===== src/logic/stes_defines.svh =====
// constants for the serial transmit error supervisor
// assumes inclusion by bare name from design module and bench
`ifndef STES_DEFINES_SVH
`define STES_DEFINES_SVH
// register byte offsets
`define STES_OFS_CTRL 8'h00
`define STES_OFS_TIMEOUT 8'h04
`define STES_OFS_STATUS 8'h08
`define STES_OFS_CODE 8'h0C
`define STES_OFS_IRQ_STAT 8'h10
`define STES_OFS_IRQ_MASK 8'h14
`define STES_OFS_FAULT 8'h18
`define STES_OFS_INDICATOR 8'h1C
`define STES_OFS_VERSION 8'h20
`define STES_OFS_FREEZE 8'h24
// ctrl fields
`define STES_CTRL_PRIO_LO 0
`define STES_CTRL_DSR_CHK 2
`define STES_CTRL_CHAN_LO 4
// priority encodings
`define STES_PRIO_NONE 2'h0
`define STES_PRIO_LOCAL 2'h1
`define STES_PRIO_REMOTE 2'h2
// handler codes
`define STES_CODE_BROKEN 16'h4002
`define STES_CODE_BUSY 16'h4003
`define STES_CODE_PARAM 16'h4004
`define STES_CODE_SHUTDOWN 16'h4005
// system status codes
`define STES_CODE_REMOTE_PRIO 16'h2080
`define STES_CODE_NO_CTS 16'h2081
`define STES_CODE_NO_DSR 16'h2082
`define STES_CODE_BRK_TO 16'h2083
`define STES_CODE_CTS_TO 16'h2084
`define STES_CODE_DSR_TO 16'h2085
`define STES_CODE_RX_CANCEL 16'h1000
// indicator group letters
`define STES_LETTER_M 8'h4D
`define STES_LETTER_S 8'h53
// reset values
`define STES_TIMEOUT_RST 32'h0000_0064
`define STES_VERSION_NUM 8'h01
`define STES_REVISION_NUM 8'h00
// interrupt status bits
`define STES_IRQ_TXCODE 0
`define STES_IRQ_FAULT 1
`define STES_IRQ_DONE 2
`define STES_IRQ_STARTUP 3
`endif


===== src/logic/stes_pkg.sv =====
// types for the serial transmit error supervisor
// assumes the defines header is on the include path
package stes_pkg;
    // supervisor states, gray along idle-wait-send-pause
    typedef enum logic [2:0] {
        STES_BOOT = 3'b000,
        STES_IDLE = 3'b001,
        STES_WAIT = 3'b011,
        STES_SEND = 3'b010,
        STES_PAUSE = 3'b110,
        STES_DEAD = 3'b111
    } stes_state_t;
    // why a send is paused
    typedef enum logic [1:0] {
        STES_WHY_BRK = 2'h0,
        STES_WHY_CTS = 2'h1,
        STES_WHY_DSR = 2'h2
    } stes_why_t;
    // modem and line events from the channel
    typedef struct packed {
        logic cts;
        logic dsr;
        logic rx_busy;
        logic brk_code;
        logic cont_code;
        logic tx_done;
    } stes_line_t;
    // whole module state
    typedef struct packed {
        stes_state_t st;
        stes_why_t why;
        logic [31:0] tmr;
        logic [7:0] ctrl;
        logic [31:0] timeout;
        logic [15:0] code;
        logic [15:0] hcode;
        logic [3:0] irq_stat;
        logic [3:0] irq_mask;
        logic [15:0] fault;
        logic [3:0] fault_chan;
        logic [31:0] freeze;
        logic [31:0] indicator;
        logic err_led;
        logic rx_cancel;
        logic tx_start;
        logic [7:0] a_addr;
        logic a_wr;
        logic a_rd;
    } stes_state_s_t;
endpackage : stes_pkg


===== src/logic/stes_supervisor.sv =====
// transmit error supervisor for one serial channel, AHB-Lite slave
// assumes line inputs synchronous to mclk and tables loaded before cfg_valid
//
// Behaviour
// - send while broken: reject, code 4002
// - send while sending: reject, code 4003
// - bad send parameters: reject, code 4004
// - send on shut channel: reject, code 4005
// - remote priority, receiving: wait, report 2080
// - no start without clear-to-send, 2081
// - checked dataset-ready absent: refuse, 2082
// - break pauses; continue resumes, else 2083
// - cts drop pauses; timeout aborts 2084
// - dsr drop pauses; timeout aborts 2085
// - local priority send cancels reception, 1000
// - codes to status; handler codes not shown
// - fault: led, freeze capture, channel stop
// - twelve distinct hardware fault kinds
// - host read parity fault names channel
// - indicator group M or S plus channel
// - startup message carries version and revision
// - tables load from store at reset
`timescale 1ns/1ns
`include "stes_defines.svh"
module stes_supervisor
    import stes_pkg::*;
#(
    parameter int MAX_LEN = 512
) (
    // clock and reset
    input wire logic mclk,
    input wire logic nrst,
    // ahb-lite slave
    input wire logic hsel,
    input wire logic [31:0] haddr,
    input wire logic [1:0] htrans,
    input wire logic hwrite,
    input wire logic [2:0] hsize,
    input wire logic [31:0] hwdata,
    input wire logic hready,
    output logic [31:0] hrdata,
    output logic hreadyout,
    output logic hresp,
    // send request from host
    input wire logic send_req,
    input wire logic [15:0] send_len,
    output logic send_ack,
    output logic [15:0] send_code,
    // line side
    input wire stes_line_t line,
    output logic tx_start,
    output logic tx_enable,
    output logic rx_cancel,
    // faults and nonvolatile load
    input wire logic [11:0] hw_fault,
    input wire logic host_rd_parity,
    input wire logic cfg_valid,
    input wire logic [7:0] cfg_ctrl,
    input wire logic [31:0] cfg_timeout,
    input wire logic [31:0] diag_word,
    // indicators
    output logic err_led,
    output logic irq
);
    initial begin
        if (MAX_LEN < 1 || MAX_LEN > 65535) begin
            $error("MAX_LEN out of range");
        end
    end

    stes_state_s_t s_reg, s_next;

    // indicator text: group letter then channel digit
    function automatic logic [15:0] chan_tag(input logic [1:0] ch);
        chan_tag = {(ch[1] ? `STES_LETTER_S : `STES_LETTER_M), 8'h30 + {6'h00, ch}};
    endfunction : chan_tag

    // register readback, shared by bus data phase
    function automatic logic [31:0] rd_mux(input stes_state_s_t s, input logic [7:0] a);
        unique case (a)
            `STES_OFS_CTRL: rd_mux = {24'h000000, s.ctrl};
            `STES_OFS_TIMEOUT: rd_mux = s.timeout;
            `STES_OFS_STATUS: rd_mux = {24'h000000, s.why, 2'h0, s.err_led, s.st};
            `STES_OFS_CODE: rd_mux = {s.hcode, s.code};
            `STES_OFS_IRQ_STAT: rd_mux = {28'h0000000, s.irq_stat};
            `STES_OFS_IRQ_MASK: rd_mux = {28'h0000000, s.irq_mask};
            `STES_OFS_FAULT: rd_mux = {12'h000, s.fault_chan, s.fault};
            `STES_OFS_INDICATOR: rd_mux = s.indicator;
            `STES_OFS_VERSION: rd_mux = {16'h0000, `STES_VERSION_NUM, `STES_REVISION_NUM};
            `STES_OFS_FREEZE: rd_mux = s.freeze;
            default: rd_mux = 32'h00000000;
        endcase
    endfunction : rd_mux

    logic [1:0] chan;
    logic [1:0] prio;
    logic tmo;
    logic [3:0] ev;
    assign chan = s_reg.ctrl[`STES_CTRL_CHAN_LO +: 2];
    assign prio = s_reg.ctrl[`STES_CTRL_PRIO_LO +: 2];
    assign tmo = (s_reg.tmr >= s_reg.timeout);

    // next-state for all supervisor state
    always_comb begin
        logic ok;
        s_next = s_reg;
        ok = 1'b0;
        s_next.tx_start = 1'b0;
        s_next.rx_cancel = 1'b0;
        ev = 4'h0;
        // bus address phase capture
        s_next.a_wr = hsel && hready && htrans[1] && hwrite;
        s_next.a_rd = hsel && hready && htrans[1] && !hwrite;
        if (hsel && hready && htrans[1]) begin
            s_next.a_addr = haddr[7:0];
        end
        // host writes in the data phase
        if (s_reg.a_wr) begin
            unique case (s_reg.a_addr)
                `STES_OFS_CTRL: s_next.ctrl = hwdata[7:0];
                `STES_OFS_TIMEOUT: s_next.timeout = hwdata;
                `STES_OFS_IRQ_MASK: s_next.irq_mask = hwdata[3:0];
                `STES_OFS_IRQ_STAT: s_next.irq_stat = s_reg.irq_stat & ~hwdata[3:0];
                default: ;
            endcase
        end
        // send request screening, highest priority first
        if (send_req) begin
            if (s_reg.st == STES_DEAD || s_reg.st == STES_BOOT) begin
                s_next.hcode = `STES_CODE_SHUTDOWN;
            end else if (send_len == 16'h0000 || 32'(send_len) > MAX_LEN) begin
                s_next.hcode = `STES_CODE_PARAM;
            end else if (s_reg.st == STES_PAUSE) begin
                s_next.hcode = `STES_CODE_BROKEN;
            end else if (s_reg.st != STES_IDLE) begin
                s_next.hcode = `STES_CODE_BUSY;
            end else begin
                s_next.hcode = 16'h0000;
                s_next.st = STES_WAIT;
            end
        end
        s_next.tmr = s_reg.tmr + 32'h00000001;
        unique case (s_reg.st)
            STES_BOOT: begin
                // tables come from the store, then startup message
                if (cfg_valid) begin
                    s_next.ctrl = cfg_ctrl;
                    s_next.timeout = cfg_timeout;
                    s_next.st = STES_IDLE;
                    s_next.indicator = {chan_tag(cfg_ctrl[`STES_CTRL_CHAN_LO +: 2]),
                        `STES_VERSION_NUM, `STES_REVISION_NUM};
                    ev[`STES_IRQ_STARTUP] = 1'b1;
                end
            end
            STES_IDLE: ;
            STES_WAIT: begin
                // start checks; codes reported while refused
                if (prio == `STES_PRIO_REMOTE && line.rx_busy) begin
                    s_next.code = `STES_CODE_REMOTE_PRIO;
                end else if (!line.cts) begin
                    s_next.code = `STES_CODE_NO_CTS;
                end else if (s_reg.ctrl[`STES_CTRL_DSR_CHK] && !line.dsr) begin
                    s_next.code = `STES_CODE_NO_DSR;
                    s_next.st = STES_IDLE;
                end else begin
                    s_next.st = STES_SEND;
                    s_next.tx_start = 1'b1;
                    if (prio == `STES_PRIO_LOCAL && line.rx_busy) begin
                        s_next.rx_cancel = 1'b1;
                        s_next.code = `STES_CODE_RX_CANCEL;
                    end
                end
                if (s_next.code != s_reg.code) begin
                    ev[`STES_IRQ_TXCODE] = 1'b1;
                end
            end
            STES_SEND: begin
                // a break, cts loss or checked dsr loss pauses and restarts the send timeout
                s_next.tmr = 32'h00000000;
                if (line.tx_done) begin
                    s_next.st = STES_IDLE;
                    ev[`STES_IRQ_DONE] = 1'b1;
                end else if (line.brk_code) begin
                    s_next.st = STES_PAUSE;
                    s_next.why = STES_WHY_BRK;
                end else if (!line.cts) begin
                    s_next.st = STES_PAUSE;
                    s_next.why = STES_WHY_CTS;
                end else if (s_reg.ctrl[`STES_CTRL_DSR_CHK] && !line.dsr) begin
                    s_next.st = STES_PAUSE;
                    s_next.why = STES_WHY_DSR;
                end
            end
            STES_PAUSE: begin
                // resume when the cause clears, else abort on timeout
                unique case (s_reg.why)
                    STES_WHY_BRK: ok = line.cont_code;
                    STES_WHY_CTS: ok = line.cts;
                    default: ok = line.dsr;
                endcase
                if (ok && !line.cts) begin
                    // cause gone but cts still low: wait on cts, same timer
                    s_next.why = STES_WHY_CTS;
                end else if (ok) begin
                    s_next.st = STES_SEND;
                end else if (tmo) begin
                    s_next.st = STES_IDLE;
                    ev[`STES_IRQ_TXCODE] = 1'b1;
                    unique case (s_reg.why)
                        STES_WHY_BRK: s_next.code = `STES_CODE_BRK_TO;
                        STES_WHY_CTS: s_next.code = `STES_CODE_CTS_TO;
                        default: s_next.code = `STES_CODE_DSR_TO;
                    endcase
                end
            end
            STES_DEAD: ;
            default: s_next.st = STES_DEAD;
        endcase
        if (s_reg.st == STES_WAIT || s_reg.st == STES_IDLE) begin
            s_next.tmr = 32'h00000000;
        end
        // hardware faults win over every state change and freeze the channel
        if ((hw_fault != 12'h000 || host_rd_parity) && s_reg.st != STES_DEAD) begin
            s_next.st = STES_DEAD;
            s_next.err_led = 1'b1;
            s_next.freeze = diag_word;
            s_next.fault = {3'h0, host_rd_parity, hw_fault};
            s_next.fault_chan = {2'h0, chan};
            s_next.indicator = {chan_tag(chan), 16'h0000};
            ev[`STES_IRQ_FAULT] = 1'b1;
        end
        // sticky status: set wins over write-one-clear
        s_next.irq_stat = s_next.irq_stat | ev;
        // handler codes are never shown, only system codes
        if (ev[`STES_IRQ_TXCODE]) begin
            s_next.indicator = {chan_tag(chan), s_next.code};
        end
    end

    // state register
    always_ff @(posedge mclk) begin
        if (!nrst) begin
            s_reg <= '0;
            s_reg.st <= STES_BOOT;
            s_reg.timeout <= `STES_TIMEOUT_RST;
        end else begin
            s_reg <= s_next;
        end
    end

    // outputs; slave is zero-wait and always OKAY
    assign hreadyout = 1'b1;
    assign hresp = 1'b0;
    assign hrdata = s_reg.a_rd ? rd_mux(s_reg, s_reg.a_addr) : 32'h00000000;
    assign send_ack = send_req;
    assign send_code = s_reg.hcode;
    assign tx_start = s_reg.tx_start;
    assign tx_enable = (s_reg.st == STES_SEND);
    assign rx_cancel = s_reg.rx_cancel;
    assign err_led = s_reg.err_led;
    assign irq = |(s_reg.irq_stat & s_reg.irq_mask);

    // checks
    property p_busy_reject;
        @(posedge mclk) disable iff (!nrst)
        (send_req && s_reg.st == STES_SEND && send_len != 16'h0000
            && 32'(send_len) <= MAX_LEN)
            |=> send_code == `STES_CODE_BUSY;
    endproperty
    a_busy_reject: assert property (p_busy_reject)
        else $error("busy code missing");
    property p_broken_reject;
        @(posedge mclk) disable iff (!nrst)
        (send_req && s_reg.st == STES_PAUSE && send_len != 16'h0000
            && 32'(send_len) <= MAX_LEN)
            |=> send_code == `STES_CODE_BROKEN;
    endproperty
    a_broken_reject: assert property (p_broken_reject)
        else $error("broken code missing");
    property p_param_reject;
        @(posedge mclk) disable iff (!nrst)
        (send_req && s_reg.st == STES_IDLE && send_len == 16'h0000)
            |=> send_code == `STES_CODE_PARAM && s_reg.st == STES_IDLE;
    endproperty
    a_param_reject: assert property (p_param_reject)
        else $error("param code missing");
    property p_dead_reject;
        @(posedge mclk) disable iff (!nrst)
        (send_req && s_reg.st == STES_DEAD) |=> send_code == `STES_CODE_SHUTDOWN;
    endproperty
    a_dead_reject: assert property (p_dead_reject)
        else $error("shutdown code missing");
    property p_no_cts;
        @(posedge mclk) disable iff (!nrst)
        $rose(tx_enable) |-> $past(line.cts);
    endproperty
    a_no_cts: assert property (p_no_cts)
        else $error("send began without cts");
    property p_fault_stop;
        @(posedge mclk) disable iff (!nrst)
        (hw_fault != 12'h000) |=> err_led && !tx_enable ##1 err_led && !tx_enable;
    endproperty
    a_fault_stop: assert property (p_fault_stop)
        else $error("fault did not stop channel");
    property p_cts_pause;
        @(posedge mclk) disable iff (!nrst)
        (s_reg.st == STES_SEND && !line.cts && !line.tx_done && !line.brk_code
            && hw_fault == 12'h000 && !host_rd_parity)
            |=> s_reg.st == STES_PAUSE && s_reg.why == STES_WHY_CTS;
    endproperty
    a_cts_pause: assert property (p_cts_pause)
        else $error("cts drop did not pause");
    property p_local_cancel;
        @(posedge mclk) disable iff (!nrst)
        $rose(rx_cancel) |-> tx_start && s_reg.code == `STES_CODE_RX_CANCEL;
    endproperty
    a_local_cancel: assert property (p_local_cancel)
        else $error("cancel without code");
    // an unmasked event must show on irq the next cycle, even against a clear
    property p_irq_level;
        @(posedge mclk) disable iff (!nrst)
        (ev & s_next.irq_mask) != 4'h0 |=> irq;
    endproperty
    a_irq_level: assert property (p_irq_level) else $error("irq not raised");
    property p_remote_hold;
        @(posedge mclk) disable iff (!nrst)
        (s_reg.st == STES_WAIT && prio == `STES_PRIO_REMOTE && line.rx_busy)
            |=> !tx_enable && s_reg.code == `STES_CODE_REMOTE_PRIO;
    endproperty
    a_remote_hold: assert property (p_remote_hold)
        else $error("remote priority not kept");
    property p_dsr_refuse;
        @(posedge mclk) disable iff (!nrst)
        (s_reg.st == STES_WAIT && s_reg.ctrl[`STES_CTRL_DSR_CHK] && line.cts
            && !line.dsr && !line.rx_busy)
            |=> !tx_enable && s_reg.code == `STES_CODE_NO_DSR;
    endproperty
    a_dsr_refuse: assert property (p_dsr_refuse)
        else $error("sent without dataset ready");
    // a break left unanswered for the whole timeout must end the send
    property p_brk_abort;
        @(posedge mclk) disable iff (!nrst)
        (s_reg.st == STES_PAUSE && s_reg.why == STES_WHY_BRK && !line.cont_code
            && s_reg.tmr >= s_reg.timeout && hw_fault == 12'h000 && !host_rd_parity)
            |=> s_reg.st == STES_IDLE && s_reg.code == `STES_CODE_BRK_TO;
    endproperty
    a_brk_abort: assert property (p_brk_abort)
        else $error("break timeout missed");
    property p_startup;
        @(posedge mclk) disable iff (!nrst)
        (s_reg.st == STES_BOOT && cfg_valid && hw_fault == 12'h000 && !host_rd_parity)
            |=> s_reg.st == STES_IDLE
            && s_reg.indicator[15:0] == {`STES_VERSION_NUM, `STES_REVISION_NUM};
    endproperty
    a_startup: assert property (p_startup)
        else $error("startup message missing");
endmodule : stes_supervisor


===== config.mk =====
export PLATFORM = sky130hd
export DESIGN_NAME = stes_supervisor
export DESIGN_NICKNAME = d
export VERILOG_FILES = /design/src/logic/stes_pkg.sv /design/src/logic/stes_supervisor.sv
export VERILOG_INCLUDE_DIRS = /design/src /design/src/logic
export SDC_FILE = /design/constraint.sdc
export NUM_CORES = 1
export LEC_CHECK = 0
export BUFFER_PORTS_ARGS = -buffer_cell sky130_fd_sc_hd__buf_4
export CAP_MARGIN = 20
export CORE_MARGIN = 1.5
export CORE_UTILIZATION = 48
export DETAILED_ROUTE_END_ITERATION = 8
export PLACE_DENSITY_LB_ADDON = 0.1
export SYNTH_ARGS = -nofsm -noshare
export SYNTH_HDL_FRONTEND = slang
export SYNTH_SLANG_ARGS = --single-unit

===== constraint.sdc =====
create_clock -name mclk -period 2.36 [get_ports mclk]
set_clock_uncertainty 0.05 [all_clocks]
set_input_delay 0.472 -clock mclk [delete_from_list [all_inputs] [get_ports mclk]]
set_output_delay 0.472 -clock mclk [all_outputs]
set_load 0.02 [all_outputs]

==> Yosys cells after proc, flatten, opt, wreduce, memory -nomap -nowiden <==
Index checks and enable logic that the tools add are counted.
{ "word_totals": {"reg_bits": 209, "latchBits": 0, "ramBits": 0, "mem_bits_ro": 0, "in_bits": 183, "output_inout_bits": 56, "elab_cells": 151, "memories": 0} }
{ "op_classes": {"add_sub_neg": 3, "multipliers": 0, "div": 0, "n_lt_le_gt_ge": 2, "n_eq_ne": 23, "shift": 0, "muxes": 65, "bitwise": 7, "n_reduce_logical": 32} }
{ "op_table": {"columns": ["op", "count"], "rows": [
  ["$pmux W32 S10", 1],
  ["$mux W32", 5],
  ["$mux W16", 8],
  ["$mux W40", 3],
  ["$mux W15", 4],
  ["$mux W3", 13],
  ["$mux W33", 1],
  ["$add A32 B1 Y32 const B", 1],
  ["$eq A8 B5 Y1 const B", 4],
  ["$ge A32 B32 Y1", 1],
  ["$pmux W16 S2", 1],
  ["$mux W5", 5],
  ["$eq A8 B4 Y1 const B", 2],
  ["$eq A8 B6 Y1 const B", 2],
  ["$gt A16 B10 Y1 const B", 1],
  ["$logic_not A16 Y1", 1],
  ["$mux W8", 2],
  ["$ne A16 B16 Y1", 1],
  ["$pmux W3 S5", 1],
  ["$add A6 B2 Y7 const A", 2],
  ["$mux W1", 12],
  ["$reduce_bool A12 Y1", 1],
  ["$logic_and A1 B1 Y1", 9],
  ["$and A4 B4 Y4", 2],
  ["32 further kinds", 49]
]} }

==> Depth between registers and ports, before layout <==
Gate-level depths: netlist of run 1.
{ "depth": {"depth_word": 12, "ltp_mapped": 10, "mapped_depth_nobuf": 9} }

==> Least setup slack after synthesis of run 1 <==
OpenSTA, ideal clock, no wires.
{ "synth_timing": {"path_type": "reg-to-output", "from": "register s_reg[6] in the netlist's numbering", "to": "output hrdata[16]", "arrival_time_ps": 2002, "required_time_ps": 1838, "slack_ps": -164, "stages_incl_launch_ff": 8, "n_path_buf": 2, "path_cell_list": "dfxtp_1 nor3_1 nand2b_1 nor2_1 clkbuf_1 buf_1 a22oi_1 a31oi_1"} }
{ "synth_between": {"elab_chain_len": 3, "word_cells_on_any_way": 12, "cone_classes": "eq/ne (9); mux (2); reduce/logical (1)"} }
{ "synth_rtl": {"columns": ["item", "line", "source"], "rows": [
  ["start, declared", "stes_supervisor.sv:71", "stes_state_s_t s_reg, s_next;"],
  ["start signal, assigned", "stes_supervisor.sv:247", "s_reg <= s_next;"],
  ["$eq A8 B6 Y1, or another cell as far along", "stes_supervisor.sv:80", "unique case (a)"],
  ["$pmux W32 S10 *", "stes_supervisor.sv:80", null],
  ["$mux W32 *", "stes_supervisor.sv:254", "assign hrdata = s_reg.a_rd ? rd_mux(s_reg, s_reg.a_addr) : 32'h00000000;"],
  ["end, declared", "stes_supervisor.sv:41", "output logic [31:0] hrdata,"]
]} }
Mark *: on every way between the ends. The rest lies on a longest branch, timed or not.

==> Worst setup path after layout of run 1 <==
{ "layout_timing": {"from": "register s_reg[8] in the netlist's numbering", "to": "output hrdata[18]"} }
Same word-level chain as after synthesis.

==> impl_metrics.tcl, run 1 <==
set metrics [dict create \
    outcome "complete, but fails checks" \
    violations "negative setup slack" \
    worst-r2r-cell-count 10 \
    end_kind "primary output" \
    path_max_fanout 13 \
    ys_seq_elements 185 \
    syn_avg_cell_area_um2 8.03 \
    layout_common_cells "310 x buf_4, 166 x nand2_1, 148 x dfxtp_1, 103 x nor2_1, 89 x a21oi_1" \
    cellPowerDensity_nw_per_um2 530 \
    dr.pass1.iters 7 \
    dpl.hpwl_mm 22.5 \
    synth_top_family_by_area "compound AO/OA/AOI/OAI gates" \
    critical_path_class "register to primary output" \
    synth_fa_ha_area_share_pct 4.45 \
    fp-row-count 50 \
    final_area_um2 13800 \
    multiInputGateArea_um2 5910 \
    synth_mux_area_share_pct 4.82 \
    tightest_slew_ns 0.597 \
    largest_register_ffs 174 \
    critical_path.startpoint "s_reg[8]" \
    hold_path_depth 2 \
    hold_violations 0 \
    fill_cells 1417 \
    avgViaCountPerCell 5.76 \
    synthCells 1157 \
    synth_seq_area_share_pct 39.9 \
    post-route-period-util_pct 115 \
    worstSkewPairLatency_ns 0.45 \
    seq_area_um2 3750 \
    grt_overflow 0 \
    grt_pass1_vias 9403 \
    root_buffer "clkbuf_16" \
    worstReg2RegStart "s_reg[147]" \
    antennaDiodeCount 0 \
    cts_made_buffers 17 \
    leakagePower_uw 0.00577 \
    async_flop_share_pct 0 \
    synth_cell_types 62 \
    worstPathRequired_ns 1.84 \
    drt-initial-drc-count 936 \
    ir_worst_vdd_mv 0.461 \
    drive_gt1_share_pct 39.3 \
    cts_buffer_depth 2 \
    die_x_um 142 \
    fmax_mhz 367 \
    cts_max_level 4 \
    grt_pass1_wl_mm 49.0 \
    rsz0062_at_grt "true" \
    wl_per_cell_um 18.9 \
    syn_area_um2 9290 \
    tns_ns -14.47 \
    slew_headroom_pct 59.8 \
    detail-route-antenna-nets 0 \
    dieHeight_um 142 \
    synthXorXnorAreaFrac_pct 2.64 \
    hold_path_class "primary input to register" \
    final_common_cell "buf_4" \
    place_area_um2 12000 \
    nNetsFinal 1673 \
    cts.sinks 185 \
    dieArea_um2 20200 \
    antenna_found_initial 0 \
    arrival_ns 2.20 \
    hold_buffers 0 \
    slew_violations 0 \
    core_area_um2 18800 \
    min_from "hwrite" \
    gp_congestion 0.931 \
    start_kind "register" \
    area_growth_pct 48.4 \
    yosys.area_share.simple_pct 20.6 \
    clk_pin_slew_ns 0.08 \
    ys_warn_count 0 \
    min_period_ns 2.72 \
    drv_cap 0 \
    numPortBuffers 196 \
    cts_tree "yes" \
    fin_ws_ns -0.364 \
    grt_use_total_pct 31.4 \
    grt_max_degree 113 \
    vias 9964 \
    ys.flop_type "dfxtp_1" \
    setup_viol_count_final 71 \
    io_pins 239 \
    drc 0 \
    start_util_pct 49.3 \
    synth_compound_area_share_pct 21.2 \
    synth-edff-count 0 \
    routed_wl_mm 32.7 \
]
## metal layers
layer  routed length [um]  track usage, %
met1                13400            41.5
met2                15300            50.6
met3                 2820            6.49
met4                 1170            11.6
met5                    0               0
## cell families (layout without fill, tap and decap cells)
kind of cell	count (synthesis)	after routing
AO/OA/AOI/OAI	301	301
XOR/XNOR	28	28
flip-flops	185	185
multiplexers	44	44
other	2	14
adder cells (fa/ha/maj)	33	33
AND/OR/NAND/NOR	428	429
buffers and inverters	136	436
## worst paths after layout
check / to / slack, ns
worst max-delay path: hrdata[18] / -0.36
worst min-delay path: s_reg[0] / 0.13
worst max register to register: s_reg[13] / -0.23
worst min register to register: s_reg[51] / 0.41
## stage by stage
step                      hold WS, ns  std cells  power, uW  utilization, %  setup slack, ns
after detailed placement        0.386       1671       4280            63.7           -0.292
after CTS                       0.121       1715       7260            71.2           -0.263
final                           0.132       1730       7300            73.2           -0.364
after floorplan                 0.369       1169       3810               -         -0.00153
after global routing            0.120       1730       7560            73.2           -0.440
after global placement          0.381       1671       4270            63.7           -0.243
## worst max-delay path: stages, from the launching register on
cell       delay, ns
dfxtp_2         0.35
nor3_4          0.24
buf_4           0.17
nand2b_4        0.10
nor2_4          0.19
buf_12          0.14
clkbuf_16       0.16
a22oi_1         0.10
a21oi_2         0.16
buf_6           0.14
## area by class of cell
type                       count  share of cell area, %
clock inverter                14                   1.27
timing repair buffer         351                   21.6
clock buffer                  18                   3.19
multi-input combinational    849                   42.9
sequential                   185                   27.3
inverter                      53                   1.45
tap                          260                   2.36
## cells in the mapped netlist (all sizes together), types with 2 or more instances
cell type	instances	area share [%]
nor2b	5	0.34
nand4	14	1.0
or3	6	0.40
a21o	2	0.16
dfxtp	185	40
inv	53	2.1
nand3b	3	0.24
nor3	14	0.86
nor2	121	4.9
o21a	8	0.65
xor2	19	1.8
nor4	7	0.47
conb	2	0.081
a22oi	49	4.0
a221oi	7	0.66
ha	33	4.4
a222oi	10	1.1
o211ai	8	0.70
mux2i	41	4.4
a21oi	110	5.9
o21ai	29	1.6
nand2	178	7.2
xnor2	9	0.85
a31oi	20	1.5
and3	19	1.3
a211oi	41	3.3
clkbuf	49	2.0
a22o	4	0.38
nand3	32	1.7
a31o	2	0.19
nand2b	8	0.54
buf	34	2.2
mux2	3	0.40
and2	16	1.1
## where the power goes
part | internal, uW | switching (uW)
sequential | 3230 | 103
combinational | 512 | 539
clock | 1460 | 1450
## repair_timing
item / CTS / global route
gates resized for setup: 146 / 57
buffers inserted: 9 / 14
setup endpoints to repair: 72 / 72
gates cloned: 4 / 3
pin swaps: 74 / 36
Power figures use the tool's default switching activity.
==> run 2, diff against run 1 <==
==> constraint.sdc (replaced) <==
create_clock -name mclk -period 2.36 [get_ports mclk]
set_clock_uncertainty 0.05 [all_clocks]
set_input_delay 0 -clock mclk [delete_from_list [all_inputs] [get_ports mclk]]
set_output_delay 0 -clock mclk [all_outputs]
set_load 0.02 [all_outputs]
==> run 2 against run 1 <==
  * The run still ends with negative setup slack left
  * Global-route usage grew 2.5 points
  * Worst setup slack gained 0.11 ns
  * Die area is the same
  * Wire length grew 7.8%
  * Critical path depth grew 3
  * Sequential cell count is the same
  * Total power grew 1.8%
  * Sequential share of layout area shrank 1.3 points
  * Fmax grew 4.1%
  * Sequential power is essentially flat
  * Cell count grew 6.9%
  * Design area grew 4.6%
  * Critical path type is now register to register
==> impl_metrics.tcl, run 2 (same netlist as run 1, synthesis figures left out) <==
set metrics [dict create \
    cts.sinks 185 \
    drive_gt1_share_pct 29.7 \
    cts_buffer_depth 2 \
    outcome "complete, but fails checks" \
    hold_violations 0 \
    fill_cells 1322 \
    antenna_found_initial 0 \
    core_area_um2 18800 \
    grt_use_total_pct 33.8 \
    critical_path_class "register to register" \
    fp-row-count 50 \
    critPathSlowestCell "dfxtp_2" \
    detail-route-antenna-nets 0 \
    min_period_ns 2.62 \
    vias 10483 \
    io_pins 239 \
    rsz0062_at_grt "true" \
    grt_pass1_vias 10001 \
    tightest_slew_ns 0.549 \
    final_cells 1850 \
    start_kind "register" \
    slew_violations 0 \
    place_area_um2 11800 \
    start_util_pct 49.3 \
    worst-r2r-cell-count 12 \
    hold_path_depth 3 \
    drc 0 \
    dr.pass1.iters 8 \
    dieHeight_um 142 \
    avgViaCountPerCell 5.67 \
    dpl.hpwl_mm 22.5 \
    setup_viol_count_final 38 \
    path_max_fanout 5 \
    critPathMaxStageDelay_ns 0.36 \
    leakagePower_uw 0.00617 \
    r2r_slack_ns -0.26 \
    area_growth_pct 55.2 \
    grt_pass1_wl_mm 52.8 \
    nNetsFinal 1793 \
    cts_tree "yes" \
    die_x_um 142 \
    place_inst 1661 \
    drv_cap 0 \
    violations "negative setup slack" \
    layout_common_cells "314 x buf_4, 172 x nand2_1, 160 x dfxtp_1, 134 x dlygate4sd3_1, 116 x nor2_1" \
    numPortBuffers 196 \
    worstPathRequired_ns 2.65 \
    grt_overflow 0 \
    fin_ws_ns -0.255 \
    gp_congestion 0.927 \
    drt-initial-drc-count 1087 \
    ir_worst_vdd_mv 0.492 \
    post-route-period-util_pct 111 \
    grt_max_degree 51 \
    antennaDiodeCount 0 \
    cellPowerDensity_nw_per_um2 516 \
    hold_path_class "primary input to register" \
    wl_per_cell_um 19.1 \
    arrival_ns 2.90 \
    cts_max_level 4 \
    root_buffer "clkbuf_16" \
    worstSkewPairLatency_ns 0.45 \
    fmax_mhz 382 \
    crit_chain "inv_2, ha_4, nand4_1, buf_4, nor3_2, nand2_1, o211ai_1, buf_4, o211ai_4, buf_12, and4_4, a32o_1" \
    cts_made_buffers 17 \
    final_area_um2 14400 \
    largest_register_ffs 174 \
    slew_headroom_pct 63.4 \
    dieArea_um2 20200 \
    final_common_cell "buf_4" \
    cp_common_cell "buf_4" \
    end_kind "register" \
    clk_pin_slew_ns 0.08 \
    routed_wl_mm 35.2 \
]
[run 2: cell types whose count changed in the layout (fill, tap and decap cells not counted), moves of 7 or more]
cell           previous run  this run
a21oi_2                  21         3
a22oi_2                  15         1
a31oi_1                   7        17
a22oi_1                  34        48
dfxtp_2                  35        24
nor2_2                   11         1
buf_6                    23        10
a21oi_1                  89       107
dlygate4sd3_1             0       134
a31oi_2                   9         2
dfxtp_1                 148       160
nor2_1                  103       116
[run 2: area by class of cell]
class / count / area, um^2 / share of cell area, %
multi-input combinational: 849 / 5480 / 38.0
timing repair buffer: 471 / 4090 / 28.4
sequential: 185 / 3740 / 25.9
clock buffer: 18 / 439 / 3.05
tap: 260 / 325 / 2.26
inverter: 53 / 200 / 1.39
clock inverter: 14 / 146 / 1.02
[run 2: worst max-delay path, delay by kind of cell (launching register included)]
| kind | cells | cell delay (ns) |
|---|---|---|
| buf+inv | 4 | 0.63 |
| simple gates | 4 | 0.69 |
| compound gates | 3 | 0.51 |
| flops | 1 | 0.36 |
| fa+ha+maj | 1 | 0.26 |
[run 2: per-stage QoR]
| step | power [uW] | worst slack, ns | TNS (ns) | hold WS, ns | util (%) |
|---|---|---|---|---|---|
| floorplan | 3800 | -0.00153 | -0.00153 | 0.0268 | - |
| global placement | 4260 | -0.224 | -5.18 | 0.127 | 62.6 |
| detailed placement | 4270 | -0.250 | -5.67 | 0.129 | 62.6 |
| CTS | 7310 | -0.165 | -2.18 | 0.00741 | 74.4 |
| global route | 7670 | -0.313 | -8.35 | 0.0154 | 76.5 |
| finish | 7430 | -0.255 | -5.99 | 0.00982 | 76.5 |
[run 2: worst paths after layout]
kind | startpoint | endpoint
setup / recovery | s_reg[163] | s_reg[13]
hold / removal | cfg_valid | s_reg[176]
hold reg to reg | s_reg[127] | s_reg[127]
setup reg to reg | s_reg[163] | s_reg[13]
[run 2: power breakdown]
group,leakage [uW],internal (uW),switching (uW),total (uW)
logic,0.00436,641,565,1210
clock network,0.000291,1440,1440,2890
registers,0.00152,3230,101,3340
[run 2: repair_timing]
action                                  in CTS  in global routing
hold endpoints to repair                   121                  0
buffers inserted                             7                 12
pin swaps                                   31                 22
resized for setup                           43                 59
cloned                                       1                  3
endpoints found under the setup margin      67                 71
hold buffers                               134                  0
[run 2: metal layers]
| layer | track usage, % | wire, um | vias to the layer above |
|---|---|---|---|
| met3 | 6.33 | 3060 | 120 |
| met5 | 0 | 0 | - |
| met1 | 44.0 | 14100 | 4911 |
| li1 | - | - | 4895 |
| met2 | 54.7 | 16600 | 557 |
| met4 | 15.1 | 1450 | 0 |
